<file path="src/crf_defines.vh">
`ifndef CRF_DEFINES_VH
`define CRF_DEFINES_VH

// register word offsets on the bus (byte addresses)
`define CRF_OFF_IAC 8'h00
`define CRF_OFF_ACC 8'h04
`define CRF_OFF_TMP 8'h08
`define CRF_OFF_IDX 8'h0C
`define CRF_OFF_AUX 8'h10
`define CRF_OFF_STK 8'h14
`define CRF_OFF_PSW 8'h18
`define CRF_OFF_GRA 8'h1C

// condition code byte layout
`define CRF_CC_C 0
`define CRF_CC_V 1
`define CRF_CC_Z 2
`define CRF_CC_N 3
`define CRF_CC_IL_LO 4
`define CRF_CC_IL_HI 5
`define CRF_CC_I 6
`define CRF_CC_H 7

// reset values
`define CRF_RST_WORD 16'h0000
`define CRF_RST_IL 2'h3
`define CRF_RST_BANK 8'h00

// datapath flag update operations
`define CRF_OP_NONE 3'h0
`define CRF_OP_ADD8 3'h1
`define CRF_OP_SUB8 3'h2
`define CRF_OP_SHL8 3'h3
`define CRF_OP_SHR8 3'h4
`define CRF_OP_ADD16 3'h5
`define CRF_OP_SUB16 3'h6

// register write selects from the decoder
`define CRF_SEL_IAC 3'h0
`define CRF_SEL_ACC 3'h1
`define CRF_SEL_TMP 3'h2
`define CRF_SEL_IDX 3'h3
`define CRF_SEL_AUX 3'h4
`define CRF_SEL_STK 3'h5
`define CRF_SEL_PSW 3'h6

// bank base: 8 registers per bank, 32 banks, base window
`define CRF_BANK_BASE 16'h0100
`define CRF_BANK_MASK 8'h1F

`endif

</file>
<file path="src/crf_regfile.v">
// Contract
// RQ1 - 16-bit counter holds next fetch address
// RQ2 - 16-bit main accumulator, bytes use low
// RQ3 - 16-bit temporary accumulator, second operand
// RQ4 - 16-bit index register modifies addresses
// RQ5 - 16-bit auxiliary pointer holds memory address
// RQ6 - 16-bit stack pointer locates stack
// RQ7 - status word: bank pointer high, codes low
// RQ8 - bank pointer selects general register bank
// RQ9 - half-carry from bit 3 into 4
// RQ10 - interrupt enable flag, resets to zero
// RQ11 - level field, only stronger requests serviced
// RQ12 - negative copies result top bit
// RQ13 - zero flag set on zero result
// RQ14 - overflow flag on signed overflow
// RQ15 - carry flag from bit 7
// RQ16 - shifts put shifted-out bit in carry
// RQ17 - general registers 8-bit, in memory
// RQ18 - eight registers per bank, 32 banks
// RQ19 - address from bank base plus number
//
// Added by the designer: the Avalon-MM slave port and the placing of the registers.
`timescale 1ns/1ns
`include "crf_defines.vh"

module crf_regfile (
	input wire mclk,
	input wire rst_b,
	// avalon-mm slave
	input wire [7:0] avs_address,
	input wire avs_read,
	input wire avs_write,
	input wire [31:0] avs_writedata,
	input wire [3:0] avs_byteenable,
	output reg [31:0] avs_readdata,
	output wire avs_waitrequest,
	output reg [1:0] avs_response,
	// core write port
	input wire core_we,
	input wire [2:0] core_sel,
	input wire [15:0] core_wdata,
	input wire core_inc_iac,
	// arithmetic datapath
	input wire [2:0] alu_op,
	input wire [15:0] alu_a,
	input wire [15:0] alu_b,
	input wire alu_cin,
	input wire alu_wb,
	output reg [15:0] alu_result,
	// interrupt gating
	input wire irq_valid,
	input wire [1:0] irq_level,
	output wire irq_take,
	input wire irq_ack,
	// general register addressing
	input wire [2:0] gr_num,
	output wire [15:0] gr_addr,
	// state views
	output wire [15:0] instruction_address_counter,
	output wire [15:0] main_accumulator,
	output wire [15:0] temporary_accumulator,
	output wire [15:0] index_register,
	output wire [15:0] auxiliary_pointer,
	output wire [15:0] stack_pointer,
	output wire [15:0] program_status_word
);

	reg [15:0] iac_r;
	reg [15:0] acc_r;
	reg [15:0] tmp_r;
	reg [15:0] idx_r;
	reg [15:0] aux_r;
	reg [15:0] stk_r;
	reg [7:0] bank_pointer_r;
	reg [7:0] ccb_r;
	reg ack_r;
	reg [7:0] ccb_nxt;
	reg [15:0] res_nxt;
	reg [16:0] sum17;
	reg [4:0] nib5;
	reg bus_wr_hit;
	reg flags_upd;

	// merge write data under byte enables for a 16-bit register
	function [15:0] crf_merge;
		input [15:0] old;
		input [31:0] wd;
		input [3:0] be;
		begin
			crf_merge = old;
			if (be[0]) begin
				crf_merge[7:0] = wd[7:0];
			end
			if (be[1]) begin
				crf_merge[15:8] = wd[15:8];
			end
		end
	endfunction

	// zero test of either byte or word result
	function crf_is_zero;
		input [15:0] v;
		input wide;
		begin
			if (wide) begin
				crf_is_zero = (v == 16'h0000);
			end else begin
				crf_is_zero = (v[7:0] == 8'h00);
			end
		end
	endfunction

	// one wait state: read data registered on the first edge so it stands when waitrequest drops;
	// writes commit only on the edge where waitrequest is seen low, as the master expects
	assign avs_waitrequest = (avs_read | avs_write) & ~ack_r;

	assign instruction_address_counter = iac_r;
	assign main_accumulator = acc_r;
	assign temporary_accumulator = tmp_r;
	assign index_register = idx_r;
	assign auxiliary_pointer = aux_r;
	assign stack_pointer = stk_r;
	assign program_status_word = {bank_pointer_r, ccb_r}; // see RQ7

	// banked registers live in data memory; only the address is made here
	assign gr_addr = `CRF_BANK_BASE + {5'h00, (bank_pointer_r & `CRF_BANK_MASK), gr_num}; // see RQ8 see RQ17 see RQ18 see RQ19

	// 00 strongest; request must beat the current level
	assign irq_take = irq_valid & ccb_r[`CRF_CC_I] &
		(irq_level < ccb_r[`CRF_CC_IL_HI:`CRF_CC_IL_LO]); // see RQ10 see RQ11

	always @* begin
		ccb_nxt = ccb_r;
		res_nxt = 16'h0000;
		sum17 = 17'h00000;
		nib5 = 5'h00;
		flags_upd = 1'b1;
		case (alu_op)
			`CRF_OP_ADD8: begin
				sum17 = {9'h000, alu_a[7:0]} + {9'h000, alu_b[7:0]} + {16'h0000, alu_cin};
				nib5 = {1'b0, alu_a[3:0]} + {1'b0, alu_b[3:0]} + {4'h0, alu_cin};
				res_nxt = {8'h00, sum17[7:0]}; // see RQ2 see RQ3
				ccb_nxt[`CRF_CC_H] = nib5[4]; // see RQ9
				ccb_nxt[`CRF_CC_C] = sum17[8]; // see RQ15
				ccb_nxt[`CRF_CC_V] = (alu_a[7] == alu_b[7]) & (sum17[7] != alu_a[7]); // see RQ14
				ccb_nxt[`CRF_CC_N] = sum17[7]; // see RQ12
				ccb_nxt[`CRF_CC_Z] = crf_is_zero(res_nxt, 1'b0); // see RQ13
			end
			`CRF_OP_SUB8: begin
				sum17 = {9'h000, alu_a[7:0]} - {9'h000, alu_b[7:0]} - {16'h0000, alu_cin};
				nib5 = {1'b0, alu_a[3:0]} - {1'b0, alu_b[3:0]} - {4'h0, alu_cin};
				res_nxt = {8'h00, sum17[7:0]};
				ccb_nxt[`CRF_CC_H] = nib5[4]; // see RQ9
				ccb_nxt[`CRF_CC_C] = sum17[8]; // see RQ15
				ccb_nxt[`CRF_CC_V] = (alu_a[7] != alu_b[7]) & (sum17[7] != alu_a[7]); // see RQ14
				ccb_nxt[`CRF_CC_N] = sum17[7]; // see RQ12
				ccb_nxt[`CRF_CC_Z] = crf_is_zero(res_nxt, 1'b0); // see RQ13
			end
			`CRF_OP_SHL8: begin
				res_nxt = {8'h00, alu_a[6:0], alu_cin};
				ccb_nxt[`CRF_CC_C] = alu_a[7]; // see RQ16
				ccb_nxt[`CRF_CC_N] = res_nxt[7];
				ccb_nxt[`CRF_CC_Z] = crf_is_zero(res_nxt, 1'b0);
			end
			`CRF_OP_SHR8: begin
				res_nxt = {8'h00, alu_cin, alu_a[7:1]};
				ccb_nxt[`CRF_CC_C] = alu_a[0]; // see RQ16
				ccb_nxt[`CRF_CC_N] = res_nxt[7];
				ccb_nxt[`CRF_CC_Z] = crf_is_zero(res_nxt, 1'b0);
			end
			`CRF_OP_ADD16: begin
				sum17 = {1'b0, alu_a} + {1'b0, alu_b} + {16'h0000, alu_cin};
				res_nxt = sum17[15:0];
				ccb_nxt[`CRF_CC_C] = sum17[16];
				ccb_nxt[`CRF_CC_V] = (alu_a[15] == alu_b[15]) & (sum17[15] != alu_a[15]); // see RQ14
				ccb_nxt[`CRF_CC_N] = sum17[15]; // see RQ12
				ccb_nxt[`CRF_CC_Z] = crf_is_zero(res_nxt, 1'b1); // see RQ13
			end
			`CRF_OP_SUB16: begin
				sum17 = {1'b0, alu_a} - {1'b0, alu_b} - {16'h0000, alu_cin};
				res_nxt = sum17[15:0];
				ccb_nxt[`CRF_CC_C] = sum17[16];
				ccb_nxt[`CRF_CC_V] = (alu_a[15] != alu_b[15]) & (sum17[15] != alu_a[15]); // see RQ14
				ccb_nxt[`CRF_CC_N] = sum17[15];
				ccb_nxt[`CRF_CC_Z] = crf_is_zero(res_nxt, 1'b1);
			end
			default: begin
				flags_upd = 1'b0;
			end
		endcase
		bus_wr_hit = avs_write & ack_r;
	end

	always @(posedge mclk or negedge rst_b) begin
		if (!rst_b) begin
			iac_r <= `CRF_RST_WORD;
			acc_r <= `CRF_RST_WORD;
			tmp_r <= `CRF_RST_WORD;
			idx_r <= `CRF_RST_WORD;
			aux_r <= `CRF_RST_WORD;
			stk_r <= `CRF_RST_WORD;
			bank_pointer_r <= `CRF_RST_BANK;
			ccb_r <= {1'b0, 1'b0, `CRF_RST_IL, 4'h0}; // see RQ10
			alu_result <= `CRF_RST_WORD;
			ack_r <= 1'b0;
			avs_readdata <= 32'h0000_0000;
			avs_response <= 2'h0;
		end else begin
			ack_r <= (avs_read | avs_write) & ~ack_r;
			if (flags_upd) begin
				alu_result <= res_nxt;
			end
			// priority: core write, then bus, then interrupt, then alu writeback/flags
			if (core_inc_iac) begin
				iac_r <= iac_r + 16'h0001; // see RQ1
			end
			if (flags_upd) begin
				ccb_r <= ccb_nxt;
			end
			if (alu_wb && flags_upd) begin
				acc_r <= res_nxt; // see RQ2
			end
			if (irq_ack) begin
				ccb_r[`CRF_CC_I] <= 1'b0;
			end
			if (core_we) begin
				case (core_sel)
					`CRF_SEL_IAC: iac_r <= core_wdata; // see RQ1
					`CRF_SEL_ACC: acc_r <= core_wdata; // see RQ2
					`CRF_SEL_TMP: tmp_r <= core_wdata; // see RQ3
					`CRF_SEL_IDX: idx_r <= core_wdata; // see RQ4
					`CRF_SEL_AUX: aux_r <= core_wdata; // see RQ5
					`CRF_SEL_STK: stk_r <= core_wdata; // see RQ6
					`CRF_SEL_PSW: begin
						bank_pointer_r <= core_wdata[15:8]; // see RQ7
						ccb_r <= core_wdata[7:0];
					end
					default: begin
					end
				endcase
			end else if (bus_wr_hit) begin
				if (avs_address == `CRF_OFF_IAC) begin
					iac_r <= crf_merge(iac_r, avs_writedata, avs_byteenable);
				end else if (avs_address == `CRF_OFF_ACC) begin
					acc_r <= crf_merge(acc_r, avs_writedata, avs_byteenable);
				end else if (avs_address == `CRF_OFF_TMP) begin
					tmp_r <= crf_merge(tmp_r, avs_writedata, avs_byteenable);
				end else if (avs_address == `CRF_OFF_IDX) begin
					idx_r <= crf_merge(idx_r, avs_writedata, avs_byteenable); // see RQ4
				end else if (avs_address == `CRF_OFF_AUX) begin
					aux_r <= crf_merge(aux_r, avs_writedata, avs_byteenable); // see RQ5
				end else if (avs_address == `CRF_OFF_STK) begin
					stk_r <= crf_merge(stk_r, avs_writedata, avs_byteenable); // see RQ6
				end else if (avs_address == `CRF_OFF_PSW) begin
					if (avs_byteenable[0]) begin
						ccb_r <= avs_writedata[7:0];
					end
					if (avs_byteenable[1]) begin
						bank_pointer_r <= avs_writedata[15:8];
					end
				end
			end
			if (avs_read && !ack_r) begin
				avs_response <= 2'h0;
				if (avs_address == `CRF_OFF_IAC) begin
					avs_readdata <= {16'h0000, iac_r};
				end else if (avs_address == `CRF_OFF_ACC) begin
					avs_readdata <= {16'h0000, acc_r};
				end else if (avs_address == `CRF_OFF_TMP) begin
					avs_readdata <= {16'h0000, tmp_r};
				end else if (avs_address == `CRF_OFF_IDX) begin
					avs_readdata <= {16'h0000, idx_r};
				end else if (avs_address == `CRF_OFF_AUX) begin
					avs_readdata <= {16'h0000, aux_r};
				end else if (avs_address == `CRF_OFF_STK) begin
					avs_readdata <= {16'h0000, stk_r};
				end else if (avs_address == `CRF_OFF_PSW) begin
					avs_readdata <= {16'h0000, bank_pointer_r, ccb_r};
				end else if (avs_address == `CRF_OFF_GRA) begin
					avs_readdata <= {16'h0000, gr_addr};
				end else begin
					// unmapped: zero data with slave error
					avs_readdata <= 32'h0000_0000;
					avs_response <= 2'h2;
				end
			end else if (avs_write && !ack_r) begin
				avs_response <= 2'h0;
			end
		end
	end

endmodule

</file>
<file path="config.mk">
export PLATFORM = sky130hd
export DESIGN_NAME = crf_regfile
export DESIGN_NICKNAME = d
export VERILOG_FILES = /design/src/crf_regfile.v
export VERILOG_INCLUDE_DIRS = /design/src /design/src/src
export SDC_FILE = /design/constraint.sdc
export NUM_CORES = 1
export LEC_CHECK = 0
export BUFFER_PORTS_ARGS = -buffer_cell sky130_fd_sc_hd__clkbuf_2
export CAP_MARGIN = 10
export CORE_MARGIN = 1
export CORE_UTILIZATION = 30
export DETAILED_ROUTE_END_ITERATION = 16
export PLACE_DENSITY_LB_ADDON = 0.25
export SLEW_MARGIN = 25
export SYNTH_ARGS = -nofsm -noshare
export SYNTH_HDL_FRONTEND = slang
export SYNTH_SLANG_ARGS = --single-unit
</file>
<file path="constraint.sdc">
create_clock -name mclk -period 2.8 [get_ports mclk]
set_clock_uncertainty 0.15 [all_clocks]
set_input_delay 0.56 -clock mclk [delete_from_list [all_inputs] [get_ports mclk]]
set_output_delay 0.56 -clock mclk [all_outputs]
set_load 0.02 [all_outputs]
</file>
==> results_dict.tcl, run 1 <==
set metrics [dict create \
    status "complete, but fails checks" \
    violations "setup timing" \
    worstMarginPinSlew_ns 0.617 \
    grt_pass1_wl_um 66100 \
    nets 1911 \
    leakagePower_nw 7.27 \
    antenna_found_initial 2 \
    viasPerCell 5.27 \
    final-hold-violation-count 0 \
    p_int_mw 5.24 \
    port_buffers 249 \
    layout_setup_ws_ns -0.256 \
    synth_fa_ha_area_share_pct 6.30 \
    clk_pin_slew_ns 0.07 \
    grt-ovfl-total 0 \
    grt_setup_unrepaired "true" \
    synthSimpleGateAreaFrac_pct 19.2 \
    synthCells 1309 \
    drv_cap 0 \
    final_cell_mix "clkbuf_2, buf_4, nand2_1" \
    synth_top_family_by_area "compound AO/OA/AOI/OAI gates" \
    syn_area_sq_um 10600 \
    ys.flop_type "dfrtp_1" \
    avgRoutedWirePerCell_um 20.2 \
    cts.sinks 146 \
    ys_ff_latch 146 \
    grt_max_degree 75 \
    start_util_pct 30.6 \
    p_sw_mw 3.63 \
    die_x_um 190 \
    seq_power_share_pct 34.4 \
    final_common_cell "clkbuf_2" \
    peakVddDrop_mv 0.440 \
    fin_tns_setup_ns -2.65 \
    first_pass_iters 8 \
    area_growth_pct 42.8 \
    grt_pass1_vias 11000 \
    finalCritPeriodShare_pct 109 \
    clockPowerShare_pct 26.4 \
    p_total_mw 8.88 \
    finalSetupViolCount 18 \
    cp-start-kind "primary input" \
    muxShareOfSynthArea_pct 3.69 \
    cts_tree "built" \
    totalWireLength_um 44700 \
    async_flop_share_pct 100 \
    root_buffer "clkbuf_16" \
    max_slew_margin_pct 57.7 \
    place.gp.congestion 0.951 \
    vias 11700 \
    end_kind "flip-flop" \
    die_area_sq_um 36100 \
    worstPathRequired_ns 3.02 \
    synth_edf_count 0 \
    ys_seq_area_share_pct 34.5 \
    die_h_um 190 \
    timing.fmax_ghz 0.327 \
    clock_latency_ns 0.43 \
    grt_usage_pct 24.3 \
    rows 68 \
    synth_warnings 0 \
    avgSynthCellArea_sq_um 8.11 \
    cts_buffer_depth 2 \
    dp_hpwl_um 36000 \
    drc 0 \
    core_sq_um 34700 \
    drt_iter0_drc 1245 \
    swShare_pct 40.9 \
    criticalPathCategory "primary input to flip-flop" \
    power_density_nw_per_um2 586 \
    synth-xor-area-share_pct 3.53 \
    ant_nets 0 \
    htree_levels 4 \
    hold_path_class "primary input to flip-flop" \
    yosysUniqueCellTypes 79 \
    p_comb_share_pct 39.2 \
    cp.arrival_ns 3.28 \
    drive_above_1_share_pct 35.8 \
    synth_compound_area_share_pct 25.6 \
    numCtsBuffers 17 \
    layout_min_cycle_time_ns 3.06 \
    crit_path_max_fanout 3 \
    ios 293 \
    slew_viol_final 0 \
]
flip-flops by register name, indices dropped and copies added, names as in the netlist:
signal,count
ccb_r,8
instruction_address_counter,16
stack_pointer,16
index_register,16
avs_response,1
main_accumulator,16
temporary_accumulator,16
bank_pointer_r,8
alu_result,16
ack_r,1
avs_readdata,16
auxiliary_pointer,16
synth_stat cells, types with 13 or more instances:
cell	n	area (sq um)
nor3_1	20	100
a211oi_1	19	143
nand3_1	27	135
ha_1	47	588
nand2b_1	15	93.8
nor2_1	105	394
nand2_1	180	676
mux2i_1	29	290
xnor2_1	27	236
clkbuf_1	61	229
dfrtp_1	144	3600
inv_1	64	240
a31oi_1	18	113
a222oi_1	13	130
or3_1	17	106
buf_4	34	255
a221oi_1	17	149
o22ai_1	17	106
a21oi_1	92	460
o21ai_0	143	716
power groups by stage:
stage	logic (mW)	clock network [mW]	registers [mW]
floorplan	1.38	0	3.40
global placement	3.21	0	3.07
detailed placement	3.24	0	3.08
CTS	3.35	2.38	3.05
global route	3.75	2.47	3.10
finish	3.47	2.34	3.06
through the flow:
step | instances | cell area, sq um | hold WS, ns | setup slack, ns | utilization (%)
after global placement | 2169 | 14000 | 0.308 | -0.778 | 40.4
after global routing | 2217 | 15200 | 0.319 | -0.419 | 43.6
after detailed placement | 2169 | 14000 | 0.316 | -0.812 | 40.4
after CTS | 2208 | 14800 | 0.298 | -0.274 | 42.8
final | 2217 | 15200 | 0.300 | -0.256 | 43.6
after floorplan | 1332 | 10900 | 0.114 | -0.452 | -
kinds of logic after synthesis:
logic type               Yosys count
AND/OR/NAND/NOR                  438
AO/OA/AOI/OAI                    427
buffers and inverters            167
flip-flops                       146
adder cells (fa/ha/maj)           51
XOR/XNOR                          41
multiplexers                      37
other                              2
metal layers:
layer | global-route usage, % | wire length, um | vias to the layer above
li1 | - | - | 5572
met1 | 33.5 | 19900 | 5557
met2 | 39.1 | 20600 | 496
met3 | 2.88 | 2950 | 60
met4 | 8.34 | 1340 | 0
met5 | 0 | 0 | -
area by class of cell:
cell class,instances,area [sq um]
fill,3543,19600
antenna,2,5.00
clock buffer,18,439
clock inverter,14,160
sequential,146,3660
inverter,64,240
tap,455,569
multi-input combinational,1019,6800
timing repair buffer,499,3280
worst paths after layout:
check	cells past startpoint	slack, ns	start	end
min in group asynchronous	2	0.53	rst_b	temporary_accumulator[12]
max reg2reg	9	0.42	instruction_address_counter[1]	instruction_address_counter[14]
min reg2reg	1	0.33	alu_result[13]	alu_result[13]
max in group asynchronous	3	1.18	rst_b	ccb_r[5]
max	14	-0.26	alu_cin	ccb_r[2]
min	3	0.30	core_wdata[8]	main_accumulator[8]
what timing repair did:
item                       4_1_cts  5_1_grt
hold endpoints to repair        58        0
hold buffers                     1        0
pin swaps                       23       32
setup endpoints to repair       26       29
resized for setup               41       51
buffers inserted                 7        8
worst max-delay path: stages:
cell and delay, ns:
buf_6 0.09, buf_6 0.11, fa_2 0.41, inv_2 0.07, fa_2 0.22, o21bai_4 0.07, a2111oi_4 0.37, o21bai_2 0.13
a221oi_2 0.30, o21bai_1 0.11, xnor2_1 0.23, nand4_1 0.11, or4_1 0.40, nand3_1 0.09
Power figures use the tool's default switching activity.
==> run 2: changes to the inputs <==
Settings changed: RECOVER_POWER set to 25.
==> results_dict.tcl, run 2 (synthesis gave the netlist of run 1 again) <==
set metrics [dict create \
    cp-start-kind "primary input" \
    clk_pin_slew_ns 0.07 \
    root_buffer "clkbuf_16" \
    cp.arrival_ns 3.28 \
    crit_path_max_fanout 3 \
    hold_path_class "primary input to flip-flop" \
    die_h_um 190 \
    place.gp.congestion 0.951 \
    clock_latency_ns 0.44 \
    htree_levels 4 \
    end_kind "flip-flop" \
    finalCritPeriodShare_pct 109 \
    grt_max_degree 75 \
    drc 0 \
    ant_nets 0 \
    leakagePower_nw 7.25 \
    drv_cap 1 \
    critPathTopFamily "compound AO/OA/AOI/OAI gates" \
    first_pass_iters 6 \
    layout_setup_ws_ns -0.260 \
    grt_setup_unrepaired "true" \
    grt_pass1_vias 11000 \
    final_cell_mix "clkbuf_2, buf_4, nand2_1" \
    crit_buf_inv 3 \
    nets 1911 \
    die_x_um 190 \
    critPathMaxStageDelay_ns 0.41 \
    drive_above_1_share_pct 35.6 \
    path_cells "buf_6, buf_6, fa_2, inv_2, fa_2, o21bai_4, a2111oi_4, o21bai_2, a221oi_2, o21bai_1, xnor2_1, nand4_1, or4_1, nand3_1" \
    layout_min_cycle_time_ns 3.06 \
    slowest_stage "fa_2" \
    max_slew_margin_pct -4.89 \
    final-hold-violation-count 0 \
    slew_viol_final 62 \
    hold_slack_ns 0.306 \
    core_sq_um 34700 \
    rows 68 \
    drt_iter0_drc 1334 \
    place_area_sq_um 14000 \
    cts_buffer_depth 2 \
    dp_hpwl_um 36000 \
    violations "capacitance limit, slew limit, setup timing" \
    power_density_nw_per_um2 587 \
    area_growth_pct 42.5 \
    multiInputGateArea_sq_um 6800 \
    grt-ovfl-total 0 \
    ios 293 \
    numCtsBuffers 17 \
    fill_cells 3545 \
    vias 11800 \
    start_util_pct 30.6 \
    fin_area_sq_um 15100 \
    worstPathRequired_ns 3.02 \
    antenna_found_initial 2 \
    avgRoutedWirePerCell_um 20.2 \
    fin_util_pct 43.6 \
    port_buffers 249 \
    status "complete, but fails checks" \
    viasPerCell 5.30 \
    pre_cts_slack_ns -0.812 \
    register_area_sq_um 3660 \
    fin_tns_setup_ns -2.61 \
    totalWireLength_um 44700 \
    grt_usage_pct 24.3 \
    cts_tree "built" \
    grt_pass1_wl_um 66100 \
    timing.fmax_ghz 0.327 \
    peakVddDrop_mv 0.440 \
    final_common_cell "clkbuf_2" \
    criticalPathCategory "primary input to flip-flop" \
    cts.sinks 146 \
    die_area_sq_um 36100 \
    finalSetupViolCount 17 \
    worstMarginPinSlew_ns 1.57 \
]
-- run 2: cell count changes in the layout (fill, tap and decap cells not counted), sizes merged --
| cell | before | now |
|---|---|---|
| clkbuf | 262 | 265 |
| buf | 254 | 251 |
-- run 2: worst paths after layout --
| check | from | endpoint | slack, ns | depth (start not counted) |
|---|---|---|---|---|
| setup / recovery | alu_cin | ccb_r[2] | -0.26 | 14 |
| hold reg to reg | alu_result[13] | alu_result[13] | 0.33 | 1 |
| hold / removal | irq_ack | ccb_r[6] | 0.31 | 3 |
| max in group asynchronous | rst_b | ccb_r[5] | 0.30 | 3 |
| min in group asynchronous | rst_b | temporary_accumulator[12] | 0.91 | 2 |
| setup reg to reg | instruction_address_counter[1] | instruction_address_counter[14] | 0.41 | 9 |
-- run 2: routing by layer --
layer | track usage, % | vias up | wire length (um) | part of all wire [%]
li1 | - | 5575 | - | -
met1 | 33.5 | 5631 | 20000 | 45
met2 | 39.1 | 493 | 20600 | 46
met3 | 2.88 | 55 | 2690 | 6.0
met4 | 8.34 | 0 | 1320 | 2.9
met5 | 0 | - | 0 | 0
-- run 2: worst reg2reg max path, delay by kind of cell, from the launching register on --
kind | cells | cell delay [ns]
flip-flops | 1 | 0.46
multiplexers | 1 | 0.26
AO/OA/AOI/OAI | 2 | 0.25
adder cells (fa/ha/maj) | 1 | 0.20
AND/OR/NAND/NOR | 4 | 0.81
XOR/XNOR | 1 | 0.16
-- run 2: what timing repair did --
item                                    in CTS  in global routing
hold buffers                                 1                  0
buffers inserted                             7                  8
pin swaps                                   23                 32
endpoints found under the hold margin       58                  0
endpoints found under the setup margin      26                 29
gates resized for setup                     41                 51
-- run 2: metrics by stage --
| stage | total power, mW | cells |
|---|---|---|
| 3_5_place_dp | 6.32 | 2169 |
| 2_1_floorplan | 4.78 | 1332 |
| 4_1_cts | 8.77 | 2208 |
| 6_report | 8.88 | 2217 |
| 3_3_place_gp | 6.28 | 2169 |
| 5_1_grt | 9.32 | 2217 |
-- run 2: power by group --
part	switching [mW]	leakage, nW	internal [mW]	total [mW]
registers	0.535	1.84	2.52	3.06
logic	2.05	5.12	1.42	3.47
clock network	1.06	0.293	1.30	2.35
total	3.64	7.25	5.24	8.88
-- run 2: cell type report --
class / instances / share of cell area, %
inverters: 64 / 1.59
well taps: 455 / 3.76
clock inverters: 14 / 1.06
multi-input cells: 1019 / 44.9
repair buffers: 499 / 21.5
flip-flops and latches: 146 / 24.2
clock buffers: 18 / 2.90
diodes: 2 / 0.0331
